File: src/e1b_pkg.sv
// constants, types and helper functions of the e1 configuration bank
// assumes a single 50 MHz clock and byte-wide register access by index
package e1b_pkg;

    // ------------------------------------------------------------
    // clock and reset timing
    // ------------------------------------------------------------
    localparam int E1B_CLK_MHZ = 50;
    localparam int E1B_RESET_MIN_US = 10;
    localparam int E1B_RESET_MIN_CYC = E1B_RESET_MIN_US * E1B_CLK_MHZ;
    localparam int E1B_RST_CNT_W = 10;

    // ------------------------------------------------------------
    // register indices
    // ------------------------------------------------------------
    localparam int E1B_NREG = 59;
    localparam int E1B_ADDR_W = 7;
    localparam logic [6:0] E1B_IDX_LOOP_CTRL = 7'h00;
    localparam logic [6:0] E1B_IDX_TX_SERVICE_WORD = 7'h01;
    localparam logic [6:0] E1B_IDX_TX_SPARE_BITS = 7'h02;
    localparam logic [6:0] E1B_IDX_TRANSPARENT_MODE = 7'h03;
    localparam logic [6:0] E1B_IDX_TX_CLOCK_OFFSET = 7'h04;
    localparam logic [6:0] E1B_IDX_TX_SLOT_OFFSET = 7'h05;
    localparam logic [6:0] E1B_IDX_RX_CLOCK_OFFSET = 7'h06;
    localparam logic [6:0] E1B_IDX_RX_SLOT_OFFSET = 7'h07;
    localparam logic [6:0] E1B_IDX_IDLE_CODE = 7'h08;
    localparam logic [6:0] E1B_IDX_IDLE_SEL0 = 7'h09;
    localparam logic [6:0] E1B_IDX_LINE_IF_A = 7'h0D;
    localparam logic [6:0] E1B_IDX_LINE_IF_B = 7'h0E;
    localparam logic [6:0] E1B_IDX_LOS_DETECT = 7'h0F;
    localparam logic [6:0] E1B_IDX_LOS_RECOVER = 7'h10;
    localparam logic [6:0] E1B_IDX_TX_PULSE0 = 7'h11;
    localparam logic [6:0] E1B_IDX_INT_MASK0 = 7'h14;
    localparam logic [6:0] E1B_IDX_RX_SLOT_SEL0 = 7'h1A;
    localparam logic [6:0] E1B_IDX_TX_SLOT_SEL0 = 7'h1E;
    localparam logic [6:0] E1B_IDX_EXTRA_SLOT_A = 7'h22;
    localparam logic [6:0] E1B_IDX_EXTRA_SLOT_B = 7'h23;
    localparam logic [6:0] E1B_IDX_GLOBAL_CONFIG = 7'h24;
    localparam logic [6:0] E1B_IDX_CLOCK_MODE_A = 7'h25;
    localparam logic [6:0] E1B_IDX_CLOCK_MODE_B = 7'h26;
    localparam logic [6:0] E1B_IDX_PORT_CONFIG0 = 7'h27;
    localparam logic [6:0] E1B_IDX_SIG_MODE_A = 7'h2D;
    localparam logic [6:0] E1B_IDX_SIG_MODE_B = 7'h2E;
    localparam logic [6:0] E1B_IDX_SIG_MODE_C = 7'h2F;
    localparam logic [6:0] E1B_IDX_ADDR_CMP_HIGH0 = 7'h30;
    localparam logic [6:0] E1B_IDX_ADDR_CMP_LOW0 = 7'h32;
    localparam logic [6:0] E1B_IDX_GLOBAL_CLOCK0 = 7'h34;
    localparam logic [6:0] E1B_IDX_FRAMER_MODE = 7'h3A;
    localparam int E1B_PROTOCOL_SELECT_BIT = 0;

    // write-only indices
    localparam logic [6:0] E1B_IDX_TX_FIFO = 7'h40;
    localparam logic [6:0] E1B_IDX_TX_SIGNALING0 = 7'h41;
    localparam logic [6:0] E1B_IDX_COMMAND = 7'h51;
    localparam logic [6:0] E1B_IDX_DECREMENT = 7'h52;

    // ------------------------------------------------------------
    // reset values that are not zero
    // ------------------------------------------------------------
    localparam logic [7:0] E1B_RST_SLOT_OFFSET = 8'h9C;
    localparam logic [7:0] E1B_RST_TX_PULSE0 = 8'h40;
    localparam logic [7:0] E1B_RST_TX_PULSE1 = 8'h03;
    localparam logic [7:0] E1B_RST_TX_PULSE2 = 8'h7B;
    localparam logic [7:0] E1B_RST_INT_MASK = 8'hFF;
    localparam logic [7:0] E1B_RST_ADDR_CMP_HIGH0 = 8'hFD;
    localparam logic [7:0] E1B_RST_ADDR_CMP_OTHER = 8'hFF;
    localparam int E1B_INT_MASK_N = 6;

    // ------------------------------------------------------------
    // types
    // ------------------------------------------------------------
    typedef logic [E1B_NREG-1:0][7:0] e1b_bank_t;

    typedef struct packed {
        logic wr;
        logic rd;
        logic [6:0] addr;
        logic [7:0] data;
    } e1b_req_t;

    typedef struct packed {
        logic strobe;
        logic [6:0] index;
        logic [7:0] data;
    } e1b_wo_t;

    typedef struct packed {
        e1b_bank_t bank;
        logic rd_valid;
        logic [7:0] rd_data;
        e1b_wo_t wo;
        logic t1_mode;
    } e1b_state_t;

    typedef struct packed {
        logic [E1B_RST_CNT_W-1:0] count;
        logic hold;
    } e1b_rq_state_t;

    // ------------------------------------------------------------
    // helpers
    // ------------------------------------------------------------
    function automatic e1b_bank_t e1b_default_bank();
        e1b_bank_t b;
        b = '0;
        b[E1B_IDX_TX_SLOT_OFFSET] = E1B_RST_SLOT_OFFSET;
        b[E1B_IDX_RX_SLOT_OFFSET] = E1B_RST_SLOT_OFFSET;
        b[E1B_IDX_TX_PULSE0] = E1B_RST_TX_PULSE0;
        b[E1B_IDX_TX_PULSE0 + 7'h01] = E1B_RST_TX_PULSE1;
        b[E1B_IDX_TX_PULSE0 + 7'h02] = E1B_RST_TX_PULSE2;
        for (int i = 0; i < E1B_INT_MASK_N; i++) begin
            b[E1B_IDX_INT_MASK0 + 7'(i)] = E1B_RST_INT_MASK;
        end
        b[E1B_IDX_ADDR_CMP_HIGH0] = E1B_RST_ADDR_CMP_HIGH0;
        b[E1B_IDX_ADDR_CMP_HIGH0 + 7'h01] = E1B_RST_ADDR_CMP_OTHER;
        b[E1B_IDX_ADDR_CMP_LOW0] = E1B_RST_ADDR_CMP_OTHER;
        b[E1B_IDX_ADDR_CMP_LOW0 + 7'h01] = E1B_RST_ADDR_CMP_OTHER;
        return b;
    endfunction : e1b_default_bank

    function automatic logic e1b_is_bank(logic [6:0] a);
        return a < 7'(E1B_NREG);
    endfunction : e1b_is_bank

    function automatic logic e1b_is_write_only(logic [6:0] a);
        return (a >= E1B_IDX_TX_FIFO) && (a <= E1B_IDX_DECREMENT);
    endfunction : e1b_is_write_only

endpackage : e1b_pkg

File: src/e1b_reset_qual.sv
// qualifies the active-low reset pin by its minimum low time
// assumes the pin is synchronous to clock
module e1b_reset_qual
    import e1b_pkg::*;
#(
    parameter int MIN_CYC = E1B_RESET_MIN_CYC
) (
    input wire logic clock,
    input wire logic rst,
    input wire logic reset_pin_n,
    output logic hold
);

    // ------------------------------------------------------------
    // state
    // ------------------------------------------------------------
    e1b_rq_state_t st_reg;
    e1b_rq_state_t st_next;

    // short glitches must not wipe the bank, so the low time is counted first
    always_comb begin
        st_next = st_reg;
        if (reset_pin_n) begin
            st_next.count = '0;
            st_next.hold = 1'b0;
        end else if (st_reg.count != E1B_RST_CNT_W'(MIN_CYC)) begin
            st_next.count = st_reg.count + 1'b1;
            st_next.hold = (st_reg.count == E1B_RST_CNT_W'(MIN_CYC - 1));
        end
    end

    always_ff @(posedge clock or posedge rst) begin
        if (rst) begin
            st_reg <= '0;
        end else begin
            st_reg <= st_next;
        end
    end

    assign hold = st_reg.hold;
endmodule : e1b_reset_qual

File: src/e1b_config_bank.sv
// configuration register bank of the e1 framer with its reset defaults
// assumes byte access by register index, synchronous to clock
//
// Functional notes
// - loop control register resets to 00
// - service word, spare bits and transparent mode registers reset to 00
// - transmit clock offset resets to 00, transmit slot offset to 9C
// - receive clock offset resets to 00, receive slot offset to 9C
// - idle code and four idle channel selects reset to zero
// - both line interface mode registers reset to 00
// - loss-of-signal detect and recover pulse counts reset to 00
// - three transmit pulse shape registers reset to 40, 03, 7B
// - all six interrupt masks reset to FF
// - receive, transmit and extra slot selects reset to zero
// - global config resets to 00
// - first clock mode register resets to 00
// - second clock mode register resets to 00
// - first four port config registers reset to zero
// - fifth and sixth port config registers reset to zero
// - three signaling mode registers reset to 00
// - address compare high resets FD, FF; low resets FF, FF
// - six global clock mode registers reset to zero
// - protocol select bit set switches the device to t1 operation
// - control registers read and write, except fifo, signaling, command, decrement
// - reset pin low at least 10 us resets, leaving e1 operation
module e1b_config_bank
    import e1b_pkg::*;
#(
    parameter int RESET_MIN_CYC = E1B_RESET_MIN_CYC
) (
    input wire logic clock,
    input wire logic rst,
    input wire logic reset_pin_n,
    input wire e1b_req_t req,
    output logic rd_valid,
    output logic [7:0] rd_data,
    output e1b_wo_t wo,
    output e1b_bank_t bank,
    output logic t1_mode,
    output logic in_reset
);

    // ------------------------------------------------------------
    // reset pin qualification
    // ------------------------------------------------------------
    logic hold;

    e1b_reset_qual #(
        .MIN_CYC(RESET_MIN_CYC)
    ) u_reset_qual (
        .clock(clock),
        .rst(rst),
        .reset_pin_n(reset_pin_n),
        .hold(hold)
    );

    // ------------------------------------------------------------
    // state
    // ------------------------------------------------------------
    e1b_state_t st_reg;
    e1b_state_t st_next;

    // one constant image, so the reset branch loads plain constants
    localparam e1b_bank_t DEFAULT_BANK = e1b_default_bank();

    // requests are dropped while hold is high; the bank is held at defaults
    always_comb begin
        st_next = st_reg;
        st_next.rd_valid = 1'b0;
        st_next.wo.strobe = 1'b0;
        if (hold) begin
            st_next.bank = DEFAULT_BANK;
            st_next.rd_data = 8'h00;
        end else begin
            if (req.rd) begin
                st_next.rd_valid = 1'b1;
                // write-only and unused indices read as zero
                st_next.rd_data = e1b_is_bank(req.addr) ? st_reg.bank[req.addr] : 8'h00;
            end
            if (req.wr) begin
                if (e1b_is_bank(req.addr)) begin
                    st_next.bank[req.addr] = req.data;
                end else if (e1b_is_write_only(req.addr)) begin
                    // write-only targets only pass the byte on, nothing is stored
                    st_next.wo.strobe = 1'b1;
                    st_next.wo.index = req.addr;
                    st_next.wo.data = req.data;
                end
            end
        end
        // protocol select steers the operating mode
        st_next.t1_mode = st_next.bank[E1B_IDX_FRAMER_MODE][E1B_PROTOCOL_SELECT_BIT];
    end

    always_ff @(posedge clock or posedge rst) begin
        if (rst) begin
            st_reg <= '0;
            st_reg.bank <= DEFAULT_BANK;
        end else begin
            st_reg <= st_next;
        end
    end

    // ------------------------------------------------------------
    // outputs
    // ------------------------------------------------------------
    assign rd_valid = st_reg.rd_valid;
    assign rd_data = st_reg.rd_data;
    assign wo = st_reg.wo;
    assign bank = st_reg.bank;
    assign t1_mode = st_reg.t1_mode;
    assign in_reset = hold;

    // ------------------------------------------------------------
    // check helpers
    // ------------------------------------------------------------
    // true when n registers from index first on all hold v
    function automatic logic span_is(e1b_bank_t b, int first, int n, logic [7:0] v);
        logic ok;
        ok = 1'b1;
        for (int i = first; i < first + n; i++) begin
            ok = ok && (b[i] == v);
        end
        return ok;
    endfunction : span_is
endmodule : e1b_config_bank

File: config.mk
export PLATFORM = sky130hd
export DESIGN_NAME = e1b_config_bank
export DESIGN_NICKNAME = d
export VERILOG_FILES = /design/src/e1b_pkg.sv /design/src/e1b_reset_qual.sv /design/src/e1b_config_bank.sv
export SDC_FILE = /design/constraint.sdc
export NUM_CORES = 1
export LEC_CHECK = 0
export ABC_AREA = 1
export BUFFER_PORTS_ARGS = -buffer_cell sky130_fd_sc_hd__buf_2
export CAP_MARGIN = 0
export CORE_UTILIZATION = 40
export DETAILED_ROUTE_END_ITERATION = 6
export PLACE_DENSITY = 0.59
export REMOVE_ABC_BUFFERS = 1
export SLEW_MARGIN = 10
export SYNTH_ARGS = -nofsm -noshare
export SYNTH_HDL_FRONTEND = slang
export SYNTH_HIERARCHICAL = 1
export SYNTH_SLANG_ARGS = --single-unit
export TNS_END_PERCENT = 5
File: constraint.sdc
create_clock -name clock -period 40.2 [get_ports clock]
set_clock_uncertainty 0.1 [all_clocks]
set_input_delay 6.03 -clock clock [delete_from_list [all_inputs] [get_ports clock]]
set_output_delay 6.03 -clock clock [all_outputs]
set_load 0.05 [all_outputs]
Yosys cells after proc, flatten, opt, wreduce, memory -nomap -nowiden
Cells that the tools add are included.
Word-level totals
  flip-flop bits (word level): 508
  input bits: 20
  output and inout bits: 499
  word-level logic and storage cells: 103
Cells by class
  add/sub/neg operators: 1
  order comparisons: 5
  eq/ne operators: 2
  multiplexer cells: 18
  bitwise logic cells: 2
  reductions and logical operators: 8
Operator list (count)
  $mux W472: 3
  $bwmux W472: 1
  $mux W16: 4
  $bmux W8 S6: 1
  $demux W8 S6: 1
  $mux W8: 4
  $mux W11: 2
  $add A10 B1 Y10 const B: 1
  $eq A10 B9 Y1 const B: 1
  $ne A10 B9 Y1 const B: 1
  $mux W9: 1
  $reduce_bool A2 Y1: 4
  $ge A7 B1 Y1 const B: 1
  $ge A7 B7 Y1 const B: 1
  $le A7 B7 Y1 const B: 1
  $lt A7 B6 Y1 const B: 1
  $lt A7 B7 Y1 const B: 1
  $reduce_and A4 Y1: 1
  $logic_and A1 B1 Y1: 2
  $not A1 Y1: 2
  $reduce_and A2 Y1: 1
  $mux W1: 1

Logic depth before layout (Yosys ltp)
  depth in word-level cells: 8
  depth in mapped cells: 13
  gate-level depth less buffers: 11

By module
Netlist, hierarchy kept.
By module, submodules not included
  e1b_config_bank: times used 1, cells each 2818, area an instance 23540.1 µm², seq. area each 12557.0 µm²
  e1b_reset_qual: times used 1, cells each 91, area an instance 668.1 µm², seq. area each 275.3 µm²

Worst setup path after synthesis
Ideal clock, no wire load.
  kind: in2reg
  start point: in req[11] (netlist name)
  end point: reg, netlist name bank[232]
  library setup time: 0.135 ns
  data arrival time: 7.359 ns
  required time: 39.965 ns
  setup slack: 32.606 ns
  stages on the path: 11
  path buffers: 3
  path through: buf_2 > nand2_1 > nor2_1 > nand2_1 > nand2_2 > nor2_4 > buf_6 > buf_6 > nand4_2 > nand2_2 > o22ai_1
Between the ends
  word-level cells in the longest chain between the ends: 8
  elaborated cells between the ends (all ways): 12
  those cells by class: 3 x order compare; 6 x mux; 3 x reduce/logical
Ends and longest elaborated chain
  start: declaration: RTL line e1b_config_bank.sv:34  | input wire e1b_req_t req,
  $ge A7 B1 Y1 (implied by the code) / $lt A7 B7 Y1 (equally long branches): RTL line e1b_config_bank.sv:82  | st_next.bank[req.addr] = req.data;
  $logic_and A1 B1 Y1 (implied by the code): RTL line e1b_config_bank.sv:82
  $mux W8 (implied by the code): RTL line e1b_config_bank.sv:82
  $demux W8 S6: RTL line e1b_config_bank.sv:82
  $bwmux W472: RTL line e1b_config_bank.sv:82
  $mux W472: RTL line e1b_config_bank.sv:81  | if (e1b_is_bank(req.addr)) begin
  $mux W472: RTL line e1b_config_bank.sv:80  | if (req.wr) begin
  $mux W472: RTL line e1b_config_bank.sv:71  | if (hold) begin
Parallel ways exist; a longest one is shown, timed or not. The select of a mux whose other input is x is not followed.
A chain may end at the register's enable or synchronous reset.

Worst setup path in the final report
  start point: in req[8] (netlist name)
  end point: reg st_reg, in the netlist rd_data[5]
Between the ends
  word-level cells in the longest chain between the ends: 5
  elaborated cells between the ends (all ways): 6
  those cells by class: 1 x order compare; 5 x mux
Ends and longest elaborated chain
  $bmux W8 S6: RTL line e1b_config_bank.sv:78  | st_next.rd_data = e1b_is_bank(req.addr) ? st_reg.bank[req.addr] : 8'h00;
  $mux W8 (implied by the code): RTL line e1b_config_bank.sv:78
  $mux W8 *: RTL line e1b_config_bank.sv:78
  $mux W9 *: RTL line e1b_config_bank.sv:75  | if (req.rd) begin
  $mux W8 *: RTL line e1b_config_bank.sv:71
  end signal: assignment: RTL line e1b_config_bank.sv:100  | st_reg <= st_next;
  end: declaration: RTL line e1b_config_bank.sv:60  | e1b_state_t st_reg;
Every way passes the cells marked *; elsewhere a longest branch is shown, timed or not. The select of a mux whose other input is x is not followed.

==> summary.md <==
| Metric | Value |
|---|---|
| Status | `finished, final reports clean` |
| Reg2Reg Setup Slack | `36.56 ns` |
| Worst reg2reg startpoint | `u_reset_qual/hold` |
| Antenna viol nets, final | `0` |
| Fin worst setup slack | `30.38 ns` |
| Initial antenna violation count | `6` |
| DIE HEIGHT | `248.0 um` |
| Cts repair resizes | `0` |
| Detailed Place HPWL | `just under 70 mm` |
| Area growth, synth to finish | `21.06%` |
| Final-report max-slew violation count | `0` |
| Initial drt markers | `2353` |
| Hold Vio Cnt, Final | `0` |
| Max FFs per register | `between 400 and 500` |
| Drt pass-1 iters | `6` |
| Yosys cell types | `33` |
| Max Fclk | `101.8 MHz` |
| Placer Congestion | `0.9259` |
| Global-route usage over all layers | `0.3183` |
| CTS tree | `built` |
| Part of the cycle the worst path needs | `0.2443` |
| Seq/Total Area, Yosys | `0.5301` |
| CP required | `slightly above 40 ns` |
| Core Area | `around 59000 um^2` |
| Layout cells sized above 1 | `0.2520` |
| WS Path Type | `primary input to flop` |
| Die width | `248.0 um` |
| PD cells | `roughly 50 nW/um^2` |
| Post-CTS Setup Repair Bufs | `0` |
| Sink Count | `508` |
| H-tree lvl count | `2` |
| Hold EP | `wo[14]` |
| RSZ-0062 raised after global routing | `no` |
| Pre-CTS setup slack | `29.98 ns` |
| Via density | `5.641` |
| I/O pins | `between 500 and 600` |
| Hold depth | `1` |
| Skew-Pair Late Insertion Delay | `0.63 ns` |
| First-pass GRT wire length | `around 150 mm` |
| Largest net degree at the start of global routing | `168` |
| Clock-pin slew on the worst setup and hold paths | `0.06 ns` |
| Worst-path fanout max | `167` |
| Vias in the first global route | `between 20000 and 25000` |
| Util after Layout | `0.4938` |
| CTS buffer count | `56` |
| Max transition margin | `0.2064` |
| Endpoints failing setup | `0` |
| Synthesized area | `24210 um^2` |
| LEAKAGE | `15.83 nW` |
| Gate Count Post-Synth | `2909` |
| Hold Worst Slack | `0.3774 ns` |
| Reg-to-reg endpoint | `wo[14]` |
| DRC Markers | `0` |
| Max-Cap Viols | `0` |
| Worst R2R Path Depth | `6` |
| Setup crit start kind | `primary input` |
| Max IR drop VDD | `0.03787 mV` |
| Worst slew pin tran | `1.190 ns` |
| Placed cell area | `27260 um^2` |
| Hold-fix buffer count after cts | `0` |
| Post-synth top area share | `0.4259` |
| Number of flops mapped to enable cells by yosys | `0` |
| Routed wire length per instance | `24.24 um` |
| FF+latch count, synth | `508` |
| Total die area | `61510 um^2` |
| Buffers added on ports | `roughly 520` |
| Starting Density | `0.4079` |
| Vias | `23440` |
| Mean Syn Cell Area | `8.322 um^2` |
| Count of synthesis-stage warnings from yosys | `6` |
| Layout net count | `3355` |
| Synth top area cells | `dfrtp_1 43%, dfstp_2 10%, nand2_1 9.8%, o22ai_1 7.2%, inv_1 5.7%` |
| Total grt overflow | `0` |
| Crit. End Element | `flop` |
| Min-Delay Path Class | `flop to flop` |
| Drt total wl | `100.7 mm` |
| CTS Buffer Depth | `3` |
| Min-Delay Startpoint | `wo[14]` |
| Root Driver | `clkbuf_16` |
| Design area | `roughly 29000 um^2` |
| Worst EP arrival | `10.24 ns` |
| Setup TNS | `0 ns` |
| Top FF cell, synth | `dfrtp_1` |
| Post-synth top area cell | `dfrtp_1` |
| Row count | `89` |
| Post-synthesis async set-or-reset flop share | `1.000` |
| Fin crit period | `9.822 ns` |
## how the worst max path moves through the flow
stage / from / to / slack [ns] / cells past startpoint
2_1_floorplan: rst / bank[0] / 20.35 / 1
3_3_place_gp: req[8] / rd_data[5] / 30.09 / 13
3_5_place_dp: req[8] / rd_data[5] / 29.98 / 13
4_1_cts: req[8] / rd_data[5] / 30.62 / 13
5_1_grt: req[8] / rd_data[5] / 30.30 / 13
6_report: req[8] / rd_data[5] / 30.38 / 13
## cells in the mapped netlist, types with 6 or more instances
cell type,n
nand4_2,12
dfrtp_1,412
a21oi_1,100
o211ai_1,74
o21ai_0,142
nand4_1,13
buf_1,29
nand3_1,276
nor2_1,228
dfstp_2,96
nand2_1,634
buf_2,65
clkbuf_1,76
nand2_2,32
o22ai_1,279
nand2_4,6
nor2_2,10
inv_1,370
nand3_2,16
inv_2,6
buf_4,7
## cell families after synthesis
group                      count (synthesis)  synth area share
AOI/OAI and AO/OA                        597            0.1455
adders and majority gates                  2          0.001034
buffers and inverters                    559           0.09308
DFF                                      508            0.5301
and+or+nand+nor                         1243            0.2303
## layer usage
| layer | part of all wire | GRT usage | wire, um | vias up |
|---|---|---|---|---|
| met2 | 0.47 | 0.5094 | 47240 | 1179 |
| li1 | - | - | - | 10520 |
| met5 | 0.00080 | 0 | 81 | - |
| met3 | 0.093 | 0.06292 | 9418 | 190 |
| met4 | 0.032 | 0.1083 | 3239 | 12 |
| met1 | 0.40 | 0.4304 | 40750 | 11540 |
## cell type report
type,instances,area (um^2)
well taps,773,967.2
clock inverters,16,262.8
multi-input cells,1842,9188
repair buffers,549,2848
inverters,376,1426
diodes,1,2.502
flip-flops and latches,508,12830
fillers,5743,30050
clock buffers,90,1780
## cells in the final DEF, fill, tap and decap left out, drive strengths merged
master  netlist  routed
o22ai       279     279
nand2       672     672
bufinv        0       7
diode         0       1
a21oi       100     100
clkbuf       77      90
a31oi         1       1
ha            2       2
nor3          3       3
nand3       293     293
dfrtp       412     412
inv         376     378
nand3b        2       2
nor2        242     242
o21ai       143     143
clkinv        0       7
o211ai       74      74
nand4        30      30
dfstp        96      96
buf         106     549
or2           1       1
## critical path, stage by stage
cell and delay (ns):
buf_8 0.25, buf_12 0.39, inv_4 0.98, buf_4 0.66, nand2_1 0.13, nand3_1 0.12, nand2_1 0.13, o21ai_0 0.59
nand2_1 0.13, nor2_1 0.24, nand3_1 0.12, nand2_1 0.08, nand2_1 0.05
## where the power goes
part / total (mW) / internal (mW) / leakage (nW) / switching [mW]
Clock: 0.567 / 0.346 / 1.01 / 0.220
Sequential: 0.605 / 0.565 / 6.64 / 0.0399
Combinational: 0.339 / 0.0674 / 8.18 / 0.272
Total: 1.51 / 0.978 / 15.8 / 0.532
## stage by stage
stage	cells	power, mW
2_1_floorplan	2726	0.8380
3_3_place_gp	4048	0.9461
3_5_place_dp	4048	0.9493
4_1_cts	4154	1.514
5_1_grt	4154	1.557
6_report	4155	1.510
No activity file was read; power rests on OpenSTA's default activity.
